--- config.mk ---
export PLATFORM = sky130hd
export DESIGN_NAME = sspsw_top
export DESIGN_NICKNAME = d
export VERILOG_FILES = /design/src/rtl/sspsw_pkg.sv /design/src/rtl/sspsw_baud_gen.sv /design/src/rtl/sspsw_top.sv
export VERILOG_INCLUDE_DIRS = /design/src /design/src/rtl
export SDC_FILE = /design/constraint.sdc
export NUM_CORES = 1
export LEC_CHECK = 0
export ABC_AREA = 1
export BUFFER_PORTS_ARGS = -buffer_cell sky130_fd_sc_hd__buf_2
export CORE_ASPECT_RATIO = 1.1
export CORE_UTILIZATION = 35
export CTS_CLUSTER_SIZE = 24
export DETAILED_ROUTE_END_ITERATION = 10
export GPL_TIMING_DRIVEN = 0
export SYNTH_ARGS = -nofsm -noshare
export SYNTH_HDL_FRONTEND = slang
export SYNTH_SLANG_ARGS = --single-unit
--- constraint.sdc ---
create_clock -name sys_clk_in -period 2.8 [get_ports sys_clk_in]
set_input_delay 0.84 -clock sys_clk_in [delete_from_list [all_inputs] [get_ports sys_clk_in]]
set_output_delay 0.84 -clock sys_clk_in [all_outputs]
set_load 0.03 [all_outputs]
--- src/rtl/sspsw_cfg.svh ---
// constants of the switchable-pin synchronous serial channel
`ifndef SSPSW_CFG_SVH
`define SSPSW_CFG_SVH
// ==================================================
// serial mode register layout
`define SSPSW_MODE_RESET 8'h00
`define SSPSW_MODE_TX_EN 7
`define SSPSW_MODE_RX_EN 6
`define SSPSW_MODE_PIN_SET 4
`define SSPSW_MODE_FIRST_BIT 3
`define SSPSW_MODE_CLS_HI 1
`define SSPSW_MODE_CLS_LO 0
// ==================================================
// baud timer control layout
`define SSPSW_TMC_RESET 8'h00
`define SSPSW_TMC_RUN 7
`define SSPSW_TMC_N_HI 1
`define SSPSW_TMC_N_LO 0
// prescaler masks for n = 0, 2, 4, 5
`define SSPSW_MASK_N0 5'h00
`define SSPSW_MASK_N2 5'h03
`define SSPSW_MASK_N4 5'h0f
`define SSPSW_MASK_N5 5'h1f
// ==================================================
// fixed serial clock half periods (fclk/8, fclk/32)
`define SSPSW_MASK_DIV8 5'h03
`define SSPSW_MASK_DIV32 5'h0f
`define SSPSW_LAST_BIT 3'h7
`endif

--- src/rtl/sspsw_pkg.sv ---
// types of the switchable-pin synchronous serial channel
package sspsw_pkg;
  typedef enum logic [1:0] {
    SSPSW_CLS_EXT = 2'b00,
    SSPSW_CLS_BRG = 2'b01,
    SSPSW_CLS_DIV32 = 2'b10,
    SSPSW_CLS_DIV8 = 2'b11
  } sspsw_clk_sel_t;
  typedef enum logic [1:0] {
    SSPSW_ST_IDLE = 2'b01,
    SSPSW_ST_RUN = 2'b10
  } sspsw_state_t;
endpackage

--- src/rtl/sspsw_baud_gen.sv ---
// shared baud rate generator: prescaler, 10-bit timer, compare
`include "sspsw_cfg.svh"
module sspsw_baud_gen #(
  parameter int CNT_W = 10
) (
  input wire logic sys_clk_in,
  input wire logic reset_n_in,
  input wire logic ctrl_wr_in,
  input wire logic [7:0] ctrl_data_in,
  input wire logic cmp_wr_in,
  input wire logic [CNT_W-1:0] cmp_data_in,
  output logic [7:0] ctrl_out,
  output logic [CNT_W-1:0] cmp_out,
  output logic [CNT_W-1:0] count_out,
  output logic baud_level_out
);
  logic [7:0] ctrl_q;
  logic [CNT_W-1:0] cmp_q;
  logic [CNT_W-1:0] count_q;
  logic [4:0] pre_q;
  logic level_q;
  logic [4:0] n_mask;
  logic run;
  logic count_en;
  logic match;
  // ==================================================
  // count clock: fclk / 2^n
  assign run = ctrl_q[`SSPSW_TMC_RUN];
  assign n_mask = (ctrl_q[`SSPSW_TMC_N_HI:`SSPSW_TMC_N_LO] == 2'h0) ? `SSPSW_MASK_N0 :
                  (ctrl_q[`SSPSW_TMC_N_HI:`SSPSW_TMC_N_LO] == 2'h1) ? `SSPSW_MASK_N2 :
                  (ctrl_q[`SSPSW_TMC_N_HI:`SSPSW_TMC_N_LO] == 2'h2) ? `SSPSW_MASK_N4 : `SSPSW_MASK_N5;
  assign count_en = run && ((pre_q & n_mask) == n_mask);
  assign match = (count_q == cmp_q);
  always_ff @(posedge sys_clk_in or negedge reset_n_in) begin
    if (!reset_n_in) begin
      ctrl_q <= `SSPSW_TMC_RESET;
      pre_q <= 5'h00;
      count_q <= '0;
      level_q <= 1'b0;
    end else begin
      if (ctrl_wr_in) begin
        ctrl_q <= ctrl_data_in;
      end
      pre_q <= run ? pre_q + 5'h01 : 5'h00;
      if (!run) begin
        count_q <= '0;
      end else if (count_en) begin
        count_q <= match ? '0 : count_q + 1'b1;
        level_q <= level_q ^ match;
      end
    end
  end
  // compare holds no reset value: software loads it before starting
  always_ff @(posedge sys_clk_in) begin
    if (cmp_wr_in) begin
      cmp_q <= cmp_data_in;
    end
  end
  // timer is read only: no write path exists
  assign count_out = count_q;
  assign ctrl_out = ctrl_q;
  assign cmp_out = cmp_q;
  assign baud_level_out = level_q;
  // ==================================================
  // checks
  AST_BRG_WRAP: assert property (@(posedge sys_clk_in) disable iff (!reset_n_in)
    (count_en && match) |=> (count_q == '0))
    else $error("baud timer did not clear after match");
  AST_BRG_TOGGLE: assert property (@(posedge sys_clk_in) disable iff (!reset_n_in)
    (run && !(count_en && match)) |=> $stable(level_q))
    else $error("baud output moved without a match");
endmodule // sspsw_baud_gen

--- src/rtl/sspsw_top.sv ---
// three-wire synchronous serial channel with two switchable pin sets
`include "sspsw_cfg.svh"
module sspsw_top (
  input wire logic sys_clk_in,
  input wire logic reset_n_in,
  input wire logic mode_wr_in,
  input wire logic [7:0] mode_data_in,
  output logic [7:0] serial_mode_register_out,
  input wire logic shift_wr_in,
  input wire logic shift_rd_in,
  input wire logic [7:0] shift_data_in,
  output logic [7:0] shift_register_out,
  input wire logic baud_timer_control_wr_in,
  input wire logic [7:0] baud_timer_control_data_in,
  output logic [7:0] baud_timer_control_out,
  input wire logic baud_compare_wr_in,
  input wire logic [9:0] baud_compare_data_in,
  output logic [9:0] baud_compare_out,
  output logic [9:0] baud_timer_out,
  output logic baud_level_out,
  output logic transfer_done_irq_out,
  output logic busy_out,
  input wire logic clock_pin_set_a_in,
  output logic clock_pin_set_a_out,
  output logic clock_pin_set_a_oe_n_out,
  output logic data_out_pin_set_a_out,
  output logic data_out_pin_set_a_oe_n_out,
  input wire logic data_in_pin_set_a_in,
  input wire logic clock_pin_set_b_in,
  output logic clock_pin_set_b_out,
  output logic clock_pin_set_b_oe_n_out,
  output logic data_out_pin_set_b_out,
  output logic data_out_pin_set_b_oe_n_out,
  input wire logic data_in_pin_set_b_in
);
  import sspsw_pkg::*;
  logic [7:0] mode_q;
  logic [7:0] sr_q;
  logic [2:0] bitcnt_q;
  sspsw_state_t state_q;
  logic sclk_q;
  logic so_q;
  logic done_q;
  logic [4:0] pre_q;
  logic baud_prev_q;
  logic [3:0] meta_q;
  logic [3:0] sync_q;
  logic ext_prev_q;
  logic [1:0] ck_oe_n_q;
  logic [1:0] so_oe_n_q;
  logic baud_level;
  logic [9:0] baud_count;
  logic [7:0] tmc;
  logic [9:0] cmp;
  // ==================================================
  // baud rate generator, its output also leaves the block
  sspsw_baud_gen #(
    .CNT_W(10)
  ) u_baud (
    .sys_clk_in(sys_clk_in),
    .reset_n_in(reset_n_in),
    .ctrl_wr_in(baud_timer_control_wr_in),
    .ctrl_data_in(baud_timer_control_data_in),
    .cmp_wr_in(baud_compare_wr_in),
    .cmp_data_in(baud_compare_data_in),
    .ctrl_out(tmc),
    .cmp_out(cmp),
    .count_out(baud_count),
    .baud_level_out(baud_level)
  );
  // ==================================================
  // decode
  logic tx_en;
  logic rx_en;
  logic set_b;
  logic lsb_first;
  sspsw_clk_sel_t clk_sel;
  logic internal_clk;
  logic int_tick;
  logic sel_ck;
  logic sel_di;
  logic ext_rise;
  logic ext_fall;
  logic rise_ev;
  logic fall_ev;
  logic rx_arm;
  logic start;
  logic last_bit;
  logic abort;
  assign tx_en = mode_q[`SSPSW_MODE_TX_EN];
  assign rx_en = mode_q[`SSPSW_MODE_RX_EN];
  assign set_b = mode_q[`SSPSW_MODE_PIN_SET];
  assign lsb_first = mode_q[`SSPSW_MODE_FIRST_BIT];
  assign clk_sel = sspsw_clk_sel_t'(mode_q[`SSPSW_MODE_CLS_HI:`SSPSW_MODE_CLS_LO]);
  assign internal_clk = (clk_sel != SSPSW_CLS_EXT);
  // sys_clk_in is fclk, already the oscillator halved outside
  // the select is combinational: a change mid-character gives a bad period
  assign int_tick = (clk_sel == SSPSW_CLS_BRG) ? (baud_level != baud_prev_q) :
                    (clk_sel == SSPSW_CLS_DIV8) ? ((pre_q & `SSPSW_MASK_DIV8) == `SSPSW_MASK_DIV8) :
                    ((pre_q & `SSPSW_MASK_DIV32) == `SSPSW_MASK_DIV32);
  assign sel_ck = set_b ? sync_q[1] : sync_q[0];
  assign sel_di = set_b ? sync_q[3] : sync_q[2];
  assign ext_rise = sel_ck && !ext_prev_q;
  assign ext_fall = !sel_ck && ext_prev_q;
  assign rise_ev = (state_q == SSPSW_ST_RUN) && (internal_clk ? (int_tick && !sclk_q) : ext_rise);
  assign fall_ev = (state_q == SSPSW_ST_RUN) && (internal_clk ? (int_tick && sclk_q) : ext_fall);
  assign rx_arm = mode_wr_in && mode_data_in[`SSPSW_MODE_RX_EN] && !rx_en && !mode_data_in[`SSPSW_MODE_TX_EN];
  assign start = (state_q == SSPSW_ST_IDLE) && ((shift_wr_in && tx_en) || rx_arm
                 || (shift_rd_in && rx_en && !tx_en));
  assign last_bit = (bitcnt_q == `SSPSW_LAST_BIT);
  // clearing both enables drops a character that lost step with the clock
  assign abort = mode_wr_in && !mode_data_in[`SSPSW_MODE_TX_EN] && !mode_data_in[`SSPSW_MODE_RX_EN];
  // ==================================================
  // pin input synchronisers, edge history and free-running prescaler
  always_ff @(posedge sys_clk_in or negedge reset_n_in) begin
    if (!reset_n_in) begin
      meta_q <= 4'hf;
      sync_q <= 4'hf;
      ext_prev_q <= 1'b1;
      pre_q <= 5'h00;
      baud_prev_q <= 1'b0;
    end else begin
      meta_q <= {data_in_pin_set_b_in, data_in_pin_set_a_in, clock_pin_set_b_in, clock_pin_set_a_in};
      sync_q <= meta_q;
      ext_prev_q <= sel_ck;
      pre_q <= pre_q + 5'h01;
      baud_prev_q <= baud_level;
    end
  end
  // ==================================================
  // mode register and transfer engine
  always_ff @(posedge sys_clk_in or negedge reset_n_in) begin
    if (!reset_n_in) begin
      mode_q <= `SSPSW_MODE_RESET;
      sr_q <= 8'h00;
      bitcnt_q <= 3'h0;
      state_q <= SSPSW_ST_IDLE;
      sclk_q <= 1'b1;
      so_q <= 1'b1;
      done_q <= 1'b0;
    end else begin
      done_q <= 1'b0;
      if (mode_wr_in) begin
        mode_q <= mode_data_in;
      end
      if (shift_wr_in && state_q == SSPSW_ST_IDLE) begin
        sr_q <= shift_data_in;
      end
      case (state_q)
        SSPSW_ST_IDLE: begin
          sclk_q <= 1'b1;
          bitcnt_q <= 3'h0;
          if (start && !abort) begin
            state_q <= SSPSW_ST_RUN;
          end
        end
        SSPSW_ST_RUN: begin
          if (abort) begin
            state_q <= SSPSW_ST_IDLE;
          end else if (fall_ev) begin
            if (internal_clk) begin
              sclk_q <= 1'b0;
            end
            so_q <= lsb_first ? sr_q[0] : sr_q[7];
          end else if (rise_ev) begin
            if (internal_clk) begin
              sclk_q <= 1'b1;
            end
            // without receive enabled zeros are shifted in
            sr_q <= lsb_first ? {sel_di && rx_en, sr_q[7:1]} : {sr_q[6:0], sel_di && rx_en};
            bitcnt_q <= bitcnt_q + 3'h1;
            if (last_bit) begin
              done_q <= 1'b1;
              state_q <= SSPSW_ST_IDLE;
            end
          end
        end
        default: begin
          state_q <= SSPSW_ST_IDLE;
        end
      endcase
    end
  end
  // ==================================================
  // pin drivers, enables low while driving
  always_ff @(posedge sys_clk_in or negedge reset_n_in) begin
    if (!reset_n_in) begin
      ck_oe_n_q <= 2'b11;
      so_oe_n_q <= 2'b11;
    end else begin
      ck_oe_n_q <= {!(set_b && internal_clk), !(!set_b && internal_clk)};
      so_oe_n_q <= {!(set_b && tx_en), !(!set_b && tx_en)};
    end
  end
  assign serial_mode_register_out = mode_q;
  assign shift_register_out = sr_q;
  assign baud_timer_control_out = tmc;
  assign baud_compare_out = cmp;
  assign baud_timer_out = baud_count;
  assign baud_level_out = baud_level;
  assign transfer_done_irq_out = done_q;
  assign busy_out = state_q[1];
  assign clock_pin_set_a_out = sclk_q;
  assign clock_pin_set_b_out = sclk_q;
  assign clock_pin_set_a_oe_n_out = ck_oe_n_q[0];
  assign clock_pin_set_b_oe_n_out = ck_oe_n_q[1];
  assign data_out_pin_set_a_out = so_q;
  assign data_out_pin_set_b_out = so_q;
  assign data_out_pin_set_a_oe_n_out = so_oe_n_q[0];
  assign data_out_pin_set_b_oe_n_out = so_oe_n_q[1];
  // ==================================================
  // checks
  AST_PIN_SET_A: assert property (@(posedge sys_clk_in) disable iff (!reset_n_in)
    (!set_b && tx_en) |=> !data_out_pin_set_a_oe_n_out)
    else $error("set a data pin not driven");
  AST_PIN_SET_B: assert property (@(posedge sys_clk_in) disable iff (!reset_n_in)
    (set_b && internal_clk) |=> !clock_pin_set_b_oe_n_out)
    else $error("set b clock pin not driven");
  AST_UNSEL_HIZ: assert property (@(posedge sys_clk_in) disable iff (!reset_n_in)
    set_b |=> (clock_pin_set_a_oe_n_out && data_out_pin_set_a_oe_n_out))
    else $error("unselected set driven");
  AST_EXT_INPUT: assert property (@(posedge sys_clk_in) disable iff (!reset_n_in)
    (clk_sel == SSPSW_CLS_EXT) |=> (clock_pin_set_a_oe_n_out && clock_pin_set_b_oe_n_out))
    else $error("clock pin driven with external clock");
  AST_DIV8_PERIOD: assert property (@(posedge sys_clk_in) disable iff (!reset_n_in)
    (clk_sel == SSPSW_CLS_DIV8 && int_tick && $stable(mode_q))
      |=> (!int_tick || clk_sel != SSPSW_CLS_DIV8) [*3] ##1 (int_tick || clk_sel != SSPSW_CLS_DIV8))
    else $error("fclk/8 half period wrong");
  AST_RX_SAMPLE: assert property (@(posedge sys_clk_in) disable iff (!reset_n_in)
    (rise_ev && !lsb_first && rx_en && !abort) |=> (sr_q[0] == $past(sel_di)))
    else $error("received bit not captured");
  AST_DONE_8: assert property (@(posedge sys_clk_in) disable iff (!reset_n_in)
    done_q |-> ($past(bitcnt_q) == `SSPSW_LAST_BIT && $past(rise_ev) && state_q == SSPSW_ST_IDLE))
    else $error("done without eighth edge");
  AST_IDLE_HIGH: assert property (@(posedge sys_clk_in) disable iff (!reset_n_in)
    (state_q == SSPSW_ST_IDLE) |=> (clock_pin_set_a_out && clock_pin_set_b_out))
    else $error("clock not high between characters");
  AST_TX_OFF_HIZ: assert property (@(posedge sys_clk_in) disable iff (!reset_n_in)
    !tx_en |=> (data_out_pin_set_a_oe_n_out && data_out_pin_set_b_oe_n_out))
    else $error("data out driven with transmit off");
  AST_STARTS: assert property (@(posedge sys_clk_in) disable iff (!reset_n_in)
    (start && !abort) |=> (busy_out && bitcnt_q == 3'h0))
    else $error("transfer did not start");
endmodule // sspsw_top

==> impl_metrics.csv <==
group,metric,value,unit
outcome,status,"finished, final reports clean",
die,dieArea,10710,um2
placed_design,place_congestion,0.8025,
timing,worst_pin_slew,840.5,ps
global_route,overflow,0,
global_route,grt_max_degree,67,
synth,synth_top_area_frac,0.3471,
clocking,clk_pin_slew,80,ps
layout,nets,536,
timing,fmax,490.9,MHz
synth,synth_top_family_by_area,"simple AND/OR/NAND/NOR gates",
synth,postSynth.asyncResetShare,0.8684,
layout,fillers,982,
setup_path,cp-end-kind,"output port",
routing,drc_errors,0,
setup_path,crit_slowest_cell,"dfstp_2",
layout,layout-drive-gt1-share,0.3768,
synth,netlist_top_cells_area,"dfrtp_1, dfstp_2, nand2_1, edfxtp_1, mux2_2",
routing,vias_per_cell,4.609,
placed_design,post-place-ws,829.6,ps
synth,muxShareOfSynthArea,0.05727,
layout,multi_input_area,1428,um2
timing,layout_min_cycle_time,2037,ps
synth,synth_area,3605,um2
synth,synth_fa_ha_area_frac,0.01736,
routing,finalWirelength,7429,um
synth,netlist_instances,376,
synth,synth-edff-count,10,
timing,setup_ws,762.8,ps
die,start_util,0.3628,
clocking,post-cts-setup-buffers,0,
timing,slew_headroom,0.4396,
clocking,cts.repair.resized,0,
synth,yosys.cell_count.top_type,"nand2_1",
setup_path,crit_type,"flop to output port",
timing,fin_hold_ws,358.2,ps
placed_design,port_buffers,99,
run,maxCapViolations,0,
power_and_ir_drop,p_per_area,745.7,nW/um2
setup_path,critPathRequiredTime,1960,ps
clocking,cts_tree,"done",
synth,yosysWarnings,0,
synth,seq_area_frac_synth,0.5470,
synth,ys.flop_type,"dfrtp_1",
clocking,insertion_delay,340,ps
setup_path,cp.arrival,1200,ps
global_route,antenna_found_initial,0,
die,ios,100,
timing,timing.final.crit_share,0.7276,
timing,slew_violations,0,
die,die_x,98.76,um
global_route,grt_pass1_wl,12610,um
worst_hold_path,worstHoldPathType,"flop to flop",
die,die_h,108.4,um
timing,clock_skew,8.661,ps
clocking,cts_inserted_buffers,9,
routing,ant_nets,0,
global_route,grt_pass1_vias,2764,
die,fp-row-count,38,
layout,antenna_cells,0,
clocking,cts.sinks,76,
synth,synth_cell_types,34,
clocking,holdBufCountCts,0,
setup_path,path_cells,"buf_4, buf_2",
clocking,htreeDepth,3,
synth,synth-simple-area-share,0.2228,
synth,synth_common_cells,"nand2_1, dfrtp_1, inv_1, nand3_1, o21ai_0",
placed_design,hpwlAfterDp,5524,um
routing,drtIter0Drc,74,
routing,dr_total_vias,2816,
power_and_ir_drop,power.total,0.003336,W
timing,setup_viol,0,
clocking,clk_path_buf_depth,2,
synth,syn_nets,426,
synth,postSynthAreaPerCell,9.587,um2
routing,dr.pass1.iters,4,
setup_path,cp_max_fo,5,
timing,rsz0062_at_grt,"no",
die,core,9937,um2
synth,synth_seq_cells,76,
setup_path,cpPeakStageDelay,570,ps
layout,area_growth,24.12,%
synth,synth_compound_area_frac,0.07185,
layout,regArea,1972,um2
power_and_ir_drop,p_leak,2.299,nW
synth,yosysTopAreaCell,"dfrtp_1",
setup_path,setup.worst_path.start_class,"flop",
routing,wl_per_cell,12.16,um
clocking,cts-root-buf,"clkbuf_8",
timing,finalHoldViolations,0,
setup_path,path_buf_inv,2,
setup_path,path_delay_family,"flip-flops",
power_and_ir_drop,max-vdd-ir-drop,0.3065,mV
synth,synth_xor_area_frac,0.02673,
timing,fin_tns_setup,0,ps
global_route,grt_usage,0.1492,
[registers in the layout (all words and copies together) (netlist names), 2 cells and up]
name                      cells
pre_q                         4
state_q                       2
u_baud.cmp_out               10
u_baud.count_out             10
sync_q                        4
meta_q                        4
so_oe_n_q                     2
u_baud.pre_q                  5
serial_mode_register_out      8
ck_oe_n_q                     2
u_baud.ctrl_out               8
bitcnt_q                      3
shift_register_out            8
[path summary, 6_finish.rpt]
| check | from | endpoint | slack, ps | depth (start not counted) |
|---|---|---|---|---|
| worst min register to register | meta_q[1]$_DFF_PN1_ | sync_q[1]$_DFF_PN1_ | 360 | 0 |
| worst min-delay path | meta_q[1]$_DFF_PN1_ | sync_q[1]$_DFF_PN1_ | 360 | 0 |
| worst max register to register | pre_q[0]$_DFF_PN0_ | shift_register_out[6]$_DFF_PN0_ | 1250 | 11 |
| worst max-delay path | clock_pin_set_a_out$_DFFE_PN1P_ | clock_pin_set_b_out | 760 | 2 |
| min in group asynchronous | reset_n_in | serial_mode_register_out[3]$_DFFE_PN0P_ | 600 | 1 |
| max in group asynchronous | reset_n_in | shift_register_out[4]$_DFF_PN0_ | 1650 | 1 |
[power by group]
| group | switching, W | total (W) | internal (W) |
|---|---|---|---|
| registers | 0.000132 | 0.00142 | 0.00129 |
| logic | 0.000652 | 0.00101 | 0.000354 |
| clock network | 0.000395 | 0.000910 | 0.000515 |
[cell families after synthesis]
group / count (synthesis)
DFF: 76
xor gates and xnor gates: 11
muxes: 19
adders and majority gates: 5
buffers and inverters: 50
and+or+nand+nor: 176
AOI/OAI and AO/OA: 39
[worst reg2reg max path: cells and delay by family, from the launching register on]
kind | cells | cell delay, ps
buffers and inverters | 3 | 270
AND/OR/NAND/NOR | 6 | 540
AO/OA/AOI/OAI | 1 | 50
flip-flops | 1 | 410
adder cells (fa/ha/maj) | 1 | 230
[metrics by stage]
step                      cell area [um2]    util  instances
after floorplan                      3605       -        376
after CTS                            4474  0.4503        611
after global routing                 4474  0.4503        611
after global placement               4250  0.4277        595
final                                4474  0.4503        611
after detailed placement             4253  0.4280        595
[cell type report]
cell class / count / area share
clock buffer: 13 / 0.04027
buffer: 7 / 0.009787
inverter: 43 / 0.03607
sequential: 76 / 0.4407
timing repair buffer: 99 / 0.1113
multi-input combinational: 250 / 0.3191
tap: 120 / 0.03356
clock inverter: 3 / 0.009228
[layer usage]
layer / part of all wire / track usage / vias up
met2: 0.49 / 0.2552 / 75
met3: 0.052 / 0.03167 / 14
met5: 0 / 0 / -
li1: - / - / 1428
met4: 0.019 / 0.06183 / 0
met1: 0.44 / 0.1832 / 1299
[placed cells by master (no fill, tap or decap), types with 10 or more instances in the layout]
master / Yosys / routed
o21ai_2: 13 / 13
nand2_1: 110 / 110
nor2_1: 16 / 16
buf_2: 2 / 100
mux2_2: 13 / 13
edfxtp_1: 10 / 10
o21ai_0: 17 / 17
inv_1: 35 / 35
nand3_1: 22 / 22
dfstp_2: 16 / 16
clkbuf_8: 0 / 11
dfrtp_1: 50 / 50
Note: power is estimated with default switching activity, not from simulation.
